`src/ccc_pkg.sv`:
```
// Shared constants and types for the call, clear and invert core slice
package ccc_pkg;
    localparam int CCC_PC_W = 13;
    localparam int CCC_DATA_W = 8;
    localparam int CCC_ADDR_W = 8;
    localparam int CCC_BIT_W = 3;
    localparam int CCC_STACK_DEPTH = 8;
    localparam int CCC_WDT_W = 16;
    localparam logic [CCC_WDT_W-1:0] CCC_WDT_LIMIT = 16'hFFFF;
    localparam logic [CCC_WDT_W-1:0] CCC_WDT_ZERO = 16'h0000;
    localparam logic [CCC_WDT_W-1:0] CCC_WDT_STEP = 16'h0001;
    localparam logic [CCC_PC_W-1:0] CCC_PC_RESET = 13'h0000;
    localparam logic [CCC_PC_W-1:0] CCC_PC_STEP = 13'h0001;
    localparam logic [CCC_DATA_W-1:0] CCC_ZERO_BYTE = 8'h00;
    localparam logic [CCC_DATA_W-1:0] CCC_BIT_ONE = 8'h01;

    typedef enum logic [2:0] {
        CCC_OP_NOP,
        CCC_OP_CALL,
        CCC_OP_ZERO_MEMORY,
        CCC_OP_BIT_CLEAR,
        CCC_OP_WATCHDOG_CLEAR,
        CCC_OP_INVERT_MEMORY,
        CCC_OP_INVERT_INTO_WORKING
    } ccc_op_t;

    typedef enum {
        CCC_ST_IDLE,
        CCC_ST_CALL_LOAD
    } ccc_state_t;
endpackage : ccc_pkg

```
`src/ccc_dec_if.sv`:
```
// Decoded operation strobes between decoder and core
`timescale 1ns/1ps
interface ccc_dec_if;
    logic call_op;
    logic zero_memory_op;
    logic bit_clear_op;
    logic watchdog_clear_op;
    logic invert_memory_op;
    logic invert_into_working_op;
    logic memory_write;
    logic null_update;

    modport dec (
        output call_op,
        output zero_memory_op,
        output bit_clear_op,
        output watchdog_clear_op,
        output invert_memory_op,
        output invert_into_working_op,
        output memory_write,
        output null_update
    );

    modport core (
        input call_op,
        input zero_memory_op,
        input bit_clear_op,
        input watchdog_clear_op,
        input invert_memory_op,
        input invert_into_working_op,
        input memory_write,
        input null_update
    );
endinterface : ccc_dec_if

```
`src/ccc_core.sv`:
```
// Core slice executing call, clear, watchdog clear and invert operations
// Function
// RULE_01 - Call pushes program counter plus one
// RULE_02 - Call loads target, two cycles, flags kept
// RULE_03 - Zero-memory writes 00H, flags kept
// RULE_04 - Bit clear zeroes one bit only
// RULE_05 - Watchdog clear resets counter and two flags
// RULE_06 - Invert-memory writes complement, updates null flag
// RULE_07 - Invert-to-working fills working register, memory kept
// RULE_08 - Clear and invert operations take one cycle
`timescale 1ns/1ps
module ccc_core
    import ccc_pkg::*;
#(
    parameter int PC_W = CCC_PC_W,
    parameter int ADDR_W = CCC_ADDR_W,
    parameter int STACK_DEPTH = CCC_STACK_DEPTH,
    parameter logic [CCC_WDT_W-1:0] WDT_LIMIT = CCC_WDT_LIMIT
) (
    input wire logic clk_sys,
    input wire logic reset,
    input wire logic instr_valid,
    input ccc_op_t instr_op,
    input wire logic [ADDR_W-1:0] instr_addr,
    input wire logic [CCC_BIT_W-1:0] instr_bit,
    input wire logic [PC_W-1:0] instr_target,
    input wire logic sleep_entry_event,
    input wire logic mem_load_en,
    input wire logic [ADDR_W-1:0] mem_load_addr,
    input wire logic [CCC_DATA_W-1:0] mem_load_data,
    input wire logic [ADDR_W-1:0] mem_peek_addr,
    output logic [CCC_DATA_W-1:0] mem_peek_data,
    output logic [PC_W-1:0] pc,
    output logic [CCC_DATA_W-1:0] working_register,
    output logic null_flag,
    output logic watchdog_expiry_flag,
    output logic sleep_entry_flag,
    output logic [CCC_WDT_W-1:0] wdt_count,
    output logic [PC_W-1:0] stack_top,
    output logic [$clog2(STACK_DEPTH+1)-1:0] stack_level,
    output logic busy,
    output logic done
);
    localparam int SP_W = $clog2(STACK_DEPTH);
    localparam int LVL_W = $clog2(STACK_DEPTH+1);
    localparam int MEM_DEPTH = 2 ** ADDR_W;
    localparam logic [SP_W-1:0] SP_STEP = SP_W'(1);
    localparam logic [SP_W-1:0] SP_ZERO = SP_W'(0);
    localparam logic [LVL_W-1:0] LVL_STEP = LVL_W'(1);
    localparam logic [LVL_W-1:0] LVL_ZERO = LVL_W'(0);
    localparam logic [LVL_W-1:0] LVL_FULL = LVL_W'(STACK_DEPTH);

    ccc_state_t state;
    ccc_state_t next_state;
    logic [CCC_DATA_W-1:0] data_mem [MEM_DEPTH];
    logic [PC_W-1:0] ret_stack [STACK_DEPTH];
    logic [SP_W-1:0] stack_ptr;
    logic [PC_W-1:0] call_target;
    ccc_dec_if dec_bus ();

    // New work only while idle; a call blocks for its second cycle
    wire accept = instr_valid && (state == CCC_ST_IDLE);

    ccc_decode u_decode (
        .accept(accept),
        .op(instr_op),
        .dec(dec_bus.dec)
    );

    wire [CCC_DATA_W-1:0] operand = data_mem[instr_addr];
    wire [CCC_DATA_W-1:0] inverted = ~operand;
    wire [CCC_DATA_W-1:0] bit_mask = CCC_BIT_ONE << instr_bit;
    wire [PC_W-1:0] pc_plus_one = pc + CCC_PC_STEP;
    wire wdt_terminal = (wdt_count == WDT_LIMIT);
    wire stack_full = (stack_level == LVL_FULL);

    // RULE_03 Byte forced zero
    wire [CCC_DATA_W-1:0] zero_value = CCC_ZERO_BYTE;
    // RULE_04 Selected bit cleared
    wire [CCC_DATA_W-1:0] bclr_value = operand & ~bit_mask;
    // RULE_06 Complement written back
    wire [CCC_DATA_W-1:0] inv_value = inverted;

    logic [CCC_DATA_W-1:0] next_mem_value;
    always_comb begin
        next_mem_value = operand;
        if (dec_bus.zero_memory_op) begin
            next_mem_value = zero_value;
        end else if (dec_bus.bit_clear_op) begin
            next_mem_value = bclr_value;
        end else if (dec_bus.invert_memory_op) begin
            next_mem_value = inv_value;
        end
    end

    always_comb begin
        next_state = state;
        case (state)
            CCC_ST_IDLE: begin
                if (dec_bus.call_op) begin
                    next_state = CCC_ST_CALL_LOAD;
                end
            end
            CCC_ST_CALL_LOAD: begin
                next_state = CCC_ST_IDLE;
            end
            default: begin
                next_state = CCC_ST_IDLE;
            end
        endcase
    end

    // RULE_02 Two-cycle call sequence
    always_ff @(posedge clk_sys) begin
        if (reset) begin
            state <= CCC_ST_IDLE;
        end else begin
            state <= next_state;
        end
    end

    // RULE_07 Data memory untouched by invert-to-working
    always_ff @(posedge clk_sys) begin
        if (dec_bus.memory_write) begin
            data_mem[instr_addr] <= next_mem_value;
        end else if (mem_load_en && !instr_valid) begin
            data_mem[mem_load_addr] <= mem_load_data;
        end
    end

    always_ff @(posedge clk_sys) begin
        mem_peek_data <= data_mem[mem_peek_addr];
    end

    // RULE_01 Return address pushed
    always_ff @(posedge clk_sys) begin
        if (dec_bus.call_op) begin
            ret_stack[stack_ptr] <= pc_plus_one;
        end
    end

    // Circular stack: overflow overwrites the oldest entry
    always_ff @(posedge clk_sys) begin
        if (reset) begin
            stack_ptr <= SP_ZERO;
            stack_level <= LVL_ZERO;
            stack_top <= CCC_PC_RESET;
        end else if (dec_bus.call_op) begin
            stack_ptr <= stack_ptr + SP_STEP;
            stack_top <= pc_plus_one;
            if (!stack_full) begin
                stack_level <= stack_level + LVL_STEP;
            end
        end
    end

    // RULE_02 Target loaded in second cycle
    always_ff @(posedge clk_sys) begin
        if (reset) begin
            pc <= CCC_PC_RESET;
            call_target <= CCC_PC_RESET;
        end else if (dec_bus.call_op) begin
            call_target <= instr_target;
        end else if (state == CCC_ST_CALL_LOAD) begin
            pc <= call_target;
        end else if (accept) begin
            pc <= pc_plus_one;
        end
    end

    // RULE_07 Complement into working register
    always_ff @(posedge clk_sys) begin
        if (reset) begin
            working_register <= CCC_ZERO_BYTE;
        end else if (dec_bus.invert_into_working_op) begin
            working_register <= inverted;
        end
    end

    // RULE_06 Null flag from complement
    always_ff @(posedge clk_sys) begin
        if (reset) begin
            null_flag <= 1'b0;
        end else if (dec_bus.null_update) begin
            null_flag <= (inverted == CCC_ZERO_BYTE);
        end
    end

    // RULE_05 Watchdog counter restarted
    always_ff @(posedge clk_sys) begin
        if (reset) begin
            wdt_count <= CCC_WDT_ZERO;
        end else if (dec_bus.watchdog_clear_op || wdt_terminal) begin
            wdt_count <= CCC_WDT_ZERO;
        end else begin
            wdt_count <= wdt_count + CCC_WDT_STEP;
        end
    end

    // RULE_05 Expiry and sleep flags cleared
    // A same-cycle sleep entry beats the clear; a same-cycle clear beats the expiry set
    always_ff @(posedge clk_sys) begin
        if (reset) begin
            watchdog_expiry_flag <= 1'b0;
            sleep_entry_flag <= 1'b0;
        end else begin
            if (wdt_terminal && !dec_bus.watchdog_clear_op) begin
                watchdog_expiry_flag <= 1'b1;
            end else if (dec_bus.watchdog_clear_op) begin
                watchdog_expiry_flag <= 1'b0;
            end
            if (sleep_entry_event) begin
                sleep_entry_flag <= 1'b1;
            end else if (dec_bus.watchdog_clear_op) begin
                sleep_entry_flag <= 1'b0;
            end
        end
    end

    // RULE_08 Single-cycle completion
    always_ff @(posedge clk_sys) begin
        if (reset) begin
            busy <= 1'b0;
            done <= 1'b0;
        end else begin
            busy <= (next_state != CCC_ST_IDLE);
            done <= (accept && !dec_bus.call_op)
                || (state == CCC_ST_CALL_LOAD);
        end
    end
endmodule : ccc_core

```
`src/ccc_decode.sv`:
```
// Opcode decoder for the call, clear and invert operations
`timescale 1ns/1ps
module ccc_decode
    import ccc_pkg::*;
(
    input wire logic accept,
    input ccc_op_t op,
    ccc_dec_if.dec dec
);
    wire is_call = accept && (op == CCC_OP_CALL);
    wire is_zero = accept && (op == CCC_OP_ZERO_MEMORY);
    wire is_bclr = accept && (op == CCC_OP_BIT_CLEAR);
    wire is_wdt = accept && (op == CCC_OP_WATCHDOG_CLEAR);
    wire is_inv = accept && (op == CCC_OP_INVERT_MEMORY);
    wire is_inva = accept && (op == CCC_OP_INVERT_INTO_WORKING);

    assign dec.call_op = is_call;
    assign dec.zero_memory_op = is_zero;
    assign dec.bit_clear_op = is_bclr;
    assign dec.watchdog_clear_op = is_wdt;
    assign dec.invert_memory_op = is_inv;
    assign dec.invert_into_working_op = is_inva;
    // Only these three write the byte back
    assign dec.memory_write = is_zero || is_bclr || is_inv;
    assign dec.null_update = is_inv || is_inva;
endmodule : ccc_decode

```
`config.mk`:
```
export PLATFORM = sky130hd
export DESIGN_NAME = ccc_core
export DESIGN_NICKNAME = d
export VERILOG_FILES = /design/src/ccc_pkg.sv /design/src/ccc_dec_if.sv /design/src/ccc_core.sv /design/src/ccc_decode.sv
export SDC_FILE = /design/constraint.sdc
export NUM_CORES = 2
export LEC_CHECK = 0
export BUFFER_PORTS_ARGS = -buffer_cell sky130_fd_sc_hd__buf_2
export CAP_MARGIN = 20
export CORE_MARGIN = 4
export CORE_UTILIZATION = 60
export DETAILED_ROUTE_END_ITERATION = 10
export MAX_ROUTING_LAYER = met4
export PLACE_DENSITY_LB_ADDON = 0.08
export SKIP_CTS_REPAIR_TIMING = 1
export SYNTH_ARGS = -nofsm -noshare
export SYNTH_HDL_FRONTEND = slang
export SYNTH_HIERARCHICAL = 1
export SYNTH_SLANG_ARGS = --single-unit
```
`constraint.sdc`:
```
create_clock -name clk_sys -period 10.25 [get_ports clk_sys]
set_input_delay 2.5625 -clock clk_sys [delete_from_list [all_inputs] [get_ports clk_sys]]
set_output_delay 2.5625 -clock clk_sys [all_outputs]
set_load 0.01 [all_outputs]
```
# ---- After elaboration in Yosys (flattened, before gate mapping)
# Memories as Yosys holds them, arrays and structs flattened. A register that Yosys moved wholly into a read port is not among the register bits.
# Index checks and enable logic that the tools add are counted.
dict set report word_totals {
  elab_cells 78
  ram_bits 2048
  out_inout_bits 67
  register_bits 104
  mem_count 1
}
dict set report op_classes {
  n_addsub 3
  muxes 18
  eq_ne 9
  n_reduce_logical 29
  n_bitwise 5
  shift 1
}
# memory depth word_bits rd rd_clocked_by_memory_dff write_ports line
set mem_list {}
lappend mem_list {data_mem 256 8 2 1 1 ccc_core.sv:55} ;# logic [CCC_DATA_W-1:0] data_mem [MEM_DEPTH];
# cell count
set ops {}
lappend ops {{logical NOT 32 bit} 2}
lappend ops {{2-to-1 mux 32 bit} 2}
lappend ops {{2-to-1 mux 8 bit} 5}
lappend ops {{equality test 32 x 2 -> 1 bit (second input constant)} 1}
lappend ops {{nonzero test 32 bit} 1}
lappend ops {{2-to-1 mux 13 bit} 2}
lappend ops {{adder 16 x 1 -> 16 bit (second input constant)} 1}
lappend ops {{equality test 16 bit (second input constant)} 1}
lappend ops {{inverter 8 bit} 2}
lappend ops {{adder 13 x 1 -> 13 bit (second input constant)} 1}
lappend ops {{logical AND 1 bit} 10}
lappend ops {{equality test 3 bit (second input constant)} 3}
lappend ops {{2-to-1 mux 1 bit} 9}
lappend ops {{AND 8 bit} 1}
lappend ops {{logical NOT 8 bit} 1}
lappend ops {{OR reduction 8 bit} 1}
lappend ops {{<< shifter 1 x 3 -> 8 bit (first input constant)} 1}
lappend ops {{equality test 3 x 2 -> 1 bit (second input constant)} 2}
lappend ops {{nonzero test 2 bit} 3}
lappend ops {{logical OR 1 bit} 5}
lappend ops {{adder 4 x 1 -> 4 bit (second input constant)} 1}
lappend ops {{equality test 4 bit (second input constant)} 1}
lappend ops {{AND reduction 2 bit} 2}
lappend ops {{equality test 3 x 1 -> 1 bit (second input constant)} 1}
lappend ops {{3 further kinds} 6}

# ---- Longest topological paths before layout
dict set report logic_depth {
  ltp_word 9
  ltp_mapped 16
  ltp_nobuf 12
}

# ---- Modules after synthesis
# Netlist, hierarchy kept.
# module cells_each area_per_inst_um2 n_inst
set modules_own_cells {}
lappend modules_own_cells {ccc_core 5206 100533.9 1}
lappend modules_own_cells {ccc_decode 14 85.1 1}

# ---- Worst setup path before layout
# No wires, ideal clock.
dict set report synth_path {
  path_kind {in2reg}
  start {in instr_addr[0]}
  end {mem data_mem[0][4] (data pin)}
  path_stages 14
  n_path_buf 6
  slack_ns 0.933
  arrival_time_ns 8.453
  path_cell_list {buf_6 > buf_12 > buf_6 > buf_8 > buf_6 > buf_4 > mux4_2 > mux4_2 > o22ai_1 > nor3_1 > nor2_1 > o31a_1 > mux2i_1 > a22o_1}
}
dict set report synth_via {
  elab_chain_cells 6
  elab_cells_between_ends 7
  cone_classes {4 x mux; 2 x bitwise; 1 x memory}
}
# item line
set synth_lines {}
lappend synth_lines {{start: declaration} ccc_core.sv:24} ;# input wire logic [ADDR_W-1:0] instr_addr,
lappend synth_lines {{memory (256 x 8 bit) (*)} -}
lappend synth_lines {{inverter 8 bit} ccc_core.sv:71} ;# wire [CCC_DATA_W-1:0] inverted = ~operand;
lappend synth_lines {{2-to-1 mux 8 bit} ccc_core.sv:91} ;# end else if (dec_bus.invert_memory_op) begin
lappend synth_lines {{2-to-1 mux 8 bit (*)} ccc_core.sv:89} ;# end else if (dec_bus.bit_clear_op) begin
lappend synth_lines {{2-to-1 mux 8 bit (*)} ccc_core.sv:87} ;# if (dec_bus.zero_memory_op) begin
lappend synth_lines {{2-to-1 mux 8 bit (no line) (*)} -}
lappend synth_lines {{end: declaration} ccc_core.sv:55}
# Every way passes the cells marked *; elsewhere a longest branch is shown, timed or not.

# ---- Final worst setup path
dict set report layout_path {
  start {in instr_addr[1]}
  end {mem data_mem[204][3] (data pin)}
}
# The elaborated chain is that of the path after synthesis.

==> results.tsv <==
metric	value	unit
vias per inst	7.59	
CTS Buffer Depth	3	
Die Ht	418	um
DRC violations left	0	
crit path DAT	8.27	ns
vias in the first global route	58200	
RSZ-0062 raised after global routing	false	
Critical Path Source	instr_addr[1]	
Worst Hold Depth	2	
Synth Register Bits	2160	
post-synthesis xor/xnor area fraction	0.00244	
area of the core	167000	um2
H-Tree Depth	4	
Leak	35.5	nW
largest family of logic cells by synthesized area	multiplexers	
clock root cell	clkbuf_16	
Final HPWL DP	213000	um
WL per Instance	41.3	um
port buffer count	122	
VDD IR max	0.201	mV
antenna violations before repair	28	
CTS buffer count	219	
Starting DRT DRC Count	9644	
Cell variety after synth	84	
top-area cell type share of the netlist area	0.611	
Max Fclk	0.128	GHz
period utilization	0.759	
status	finished clean	
top_reg_cell synth	edfxtp_1	
Setup crit end kind	register	
Seq/Total Area, Yosys	0.633	
Starting Density	0.603	
adder-cell share of the synthesized area	0.000497	
Sequential Area	63700	um2
Overflow after GRT	0	
setup violators final	0	
Mean Syn Cell Area	19.3	um2
Filler Cell Count	10800	
Total GRT Usage	0.387	
Setup crit end	data_mem[204][3]	
Yosys warnings	6	
Slew headroom	0.181	
Post-DP Area	104000	um2
Max Cap Violations	0	
WS Path Type	primary input to register	
layout cell share with drive strength beyond 1	0.328	
post-synthesis cell count	5220	
Worst-path clk slew	0.06	ns
full die area	174000	um2
Compound-Gate Fraction of Synth Area	0.0272	
CTS tree	built	
Initial DRT Pass Iterations	6	
Power per Cell Area	180	nW/um2
post-route setup TNS	0	ns
first-pass GRT wire length	454000	um
Tightest Pin Transition	1.22	ns
startpoint class of the critical path	primary input	
largest net degree at the start of global routing	145	
Reg2Reg Setup Slack	4.74	ns
DR vias	59500	
final count of pins violating max slew	0	
die width	418	um
synthesized area	101000	um2
r2r startpoint	state[14]	
Final ANT Viol Nets	0	
Crit Path Max Fanout	104	
Synth area leaders	edfxtp_1 61%, mux4_2 25%, dfxtp_1 2.2%	
Setup Skew	0.0407	ns
I/O pins	123	
cell row count	150	
RePlAce Congestion	0.978	
Post-synth EDFFs	2048	
Tmin final	7.78	ns
WP data required	10.74	ns
asr flop ratio synth	0	
post-synthesis simple-gate area fraction	0.0369	
worst reg2reg endpoint	data_mem[214][0]	
final hold violations	0	
dominant cell type by area after synthesis	edfxtp_1	
Syn-to-layout area delta	11.1	%
area of the multi-input gates	34800	um2
HP Class	register to register	
mux contribution to synthesized area	0.277	
nets	5481	
clock latency on the worst-skew pair	0.88	ns
R2R cell count	11	
final instance area	112000	um2
CTS sink cnt	2160	
Detailed Route WL	324000	um
==> per-stage QoR <==
stage	total power, mW	utilization	hold slack (ns)	setup WS [ns]	instances
floorplan	11.3	-	0.460	0.933	5250
finish	20.1	0.670	0.481	2.47	7840
detailed placement	12.0	0.624	0.465	1.69	7380
CTS	20.1	0.668	0.480	2.66	7793
global placement	12.0	0.623	0.452	1.78	7350
global route	20.6	0.670	0.496	2.31	7836
==> cell usage after synthesis (9+ instances only) <==
cell type / instances
edfxtp_1: 2048
inv_1: 14
buf_4: 32
a22oi_1: 46
nand3_1: 48
buf_1: 73
clkbuf_1: 195
a211oi_1: 31
nor2_1: 408
mux2i_1: 223
a21oi_1: 68
xor2_1: 16
buf_8: 11
a22o_1: 9
o21ai_0: 55
xnor2_1: 12
mux2_2: 17
buf_6: 18
and3_1: 27
a31oi_1: 27
mux4_1: 23
o31ai_1: 10
nand2_1: 183
and2_1: 13
dfxtp_1: 112
nor4_1: 19
buf_12: 13
nor2b_1: 16
nor3_1: 37
nand3b_1: 9
o22ai_1: 71
o221ai_1: 27
nand4_1: 14
nand2b_1: 23
buf_2: 62
mux4_2: 1103
==> flip-flops by register name, summed over array words and instances, names as in the netlist <==
| register | flops |
|---|---|
| busy | 1 |
| call_target | 13 |
| data_mem | 2048 |
| done | 1 |
| mem_peek_data | 8 |
| null_flag | 1 |
| pc | 13 |
| sleep_entry_flag | 1 |
| stack_level | 4 |
| stack_top | 13 |
| state | 32 |
| watchdog_expiry_flag | 1 |
| wdt_count | 16 |
| working_register | 8 |
==> layout by cell type, fill, tap and decap left out, types with 45 or more instances in the layout <==
| cell | n |
|---|---|
| nand3_1 | 48 |
| o21ai_0 | 55 |
| nand2_1 | 183 |
| clkbuf_1 | 45 |
| mux2i_1 | 223 |
| a22oi_1 | 46 |
| clkbuf_16 | 226 |
| a21oi_1 | 68 |
| o22ai_1 | 71 |
| nor2_1 | 406 |
| buf_2 | 114 |
| mux4_2 | 1103 |
| buf_4 | 170 |
| dfxtp_1 | 112 |
| clkinv_2 | 50 |
| edfxtp_1 | 2048 |
==> routing by layer <==
metal | vias to the layer above | GRT usage | wire length, um
li1 | 22700 | - | -
met2 | 4608 | 0.569 | 150000
met3 | 912 | 0.106 | 41900
met1 | 31300 | 0.506 | 111000
met4 | 0 | 0.196 | 20400
met5 | - | - | 0
==> worst min-delay path by stage <==
stage / from / to / slack (ns)
floorplan: call_target[0] / call_target[0] / 0.46
global placement: null_flag / null_flag / 0.45
detailed placement: null_flag / null_flag / 0.46
CTS: null_flag / null_flag / 0.48
global route: stack_top[5] / stack_top[5] / 0.50
finish: stack_top[9] / stack_top[9] / 0.48
==> cells by family after synthesis <==
logic type	count (synthesis)
DFF	2160
xor gates and xnor gates	28
adders and majority gates	4
other	1
AOI/OAI and AO/OA	401
buffers and inverters	424
muxes	1366
and+or+nand+nor	836
==> worst max-delay path, stage by stage <==
cell and delay [ns]:
buf_8 0.53, nand2b_2 0.91, o221ai_1 0.30, o22ai_1 0.22, nor3_1 0.07, nor4_1 0.74
a2111oi_0 0.29, buf_4 0.24, or3_1 0.44, mux2i_1 0.22, a22o_4 0.58, buf_4 0.79
==> layout make-up <==
| class | instances | share of cell area |
|---|---|---|
| repair buffers | 355 | 0.0269 |
| clock buffers | 271 | 0.0520 |
| clock inverters | 142 | 0.0134 |
| inverters | 19 | 0.000672 |
| flip-flops and latches | 2160 | 0.570 |
| diodes | 23 | 0.000515 |
| multi-input cells | 2666 | 0.312 |
| well taps | 2204 | 0.0247 |
==> power by group <==
group / internal (mW) / switching (mW)
sequential: 9.95 / 0.00795
clock: 4.77 / 3.44
combinational: 0.643 / 1.29
total: 15.4 / 4.74
No activity file was read; power rests on OpenSTA's default activity.
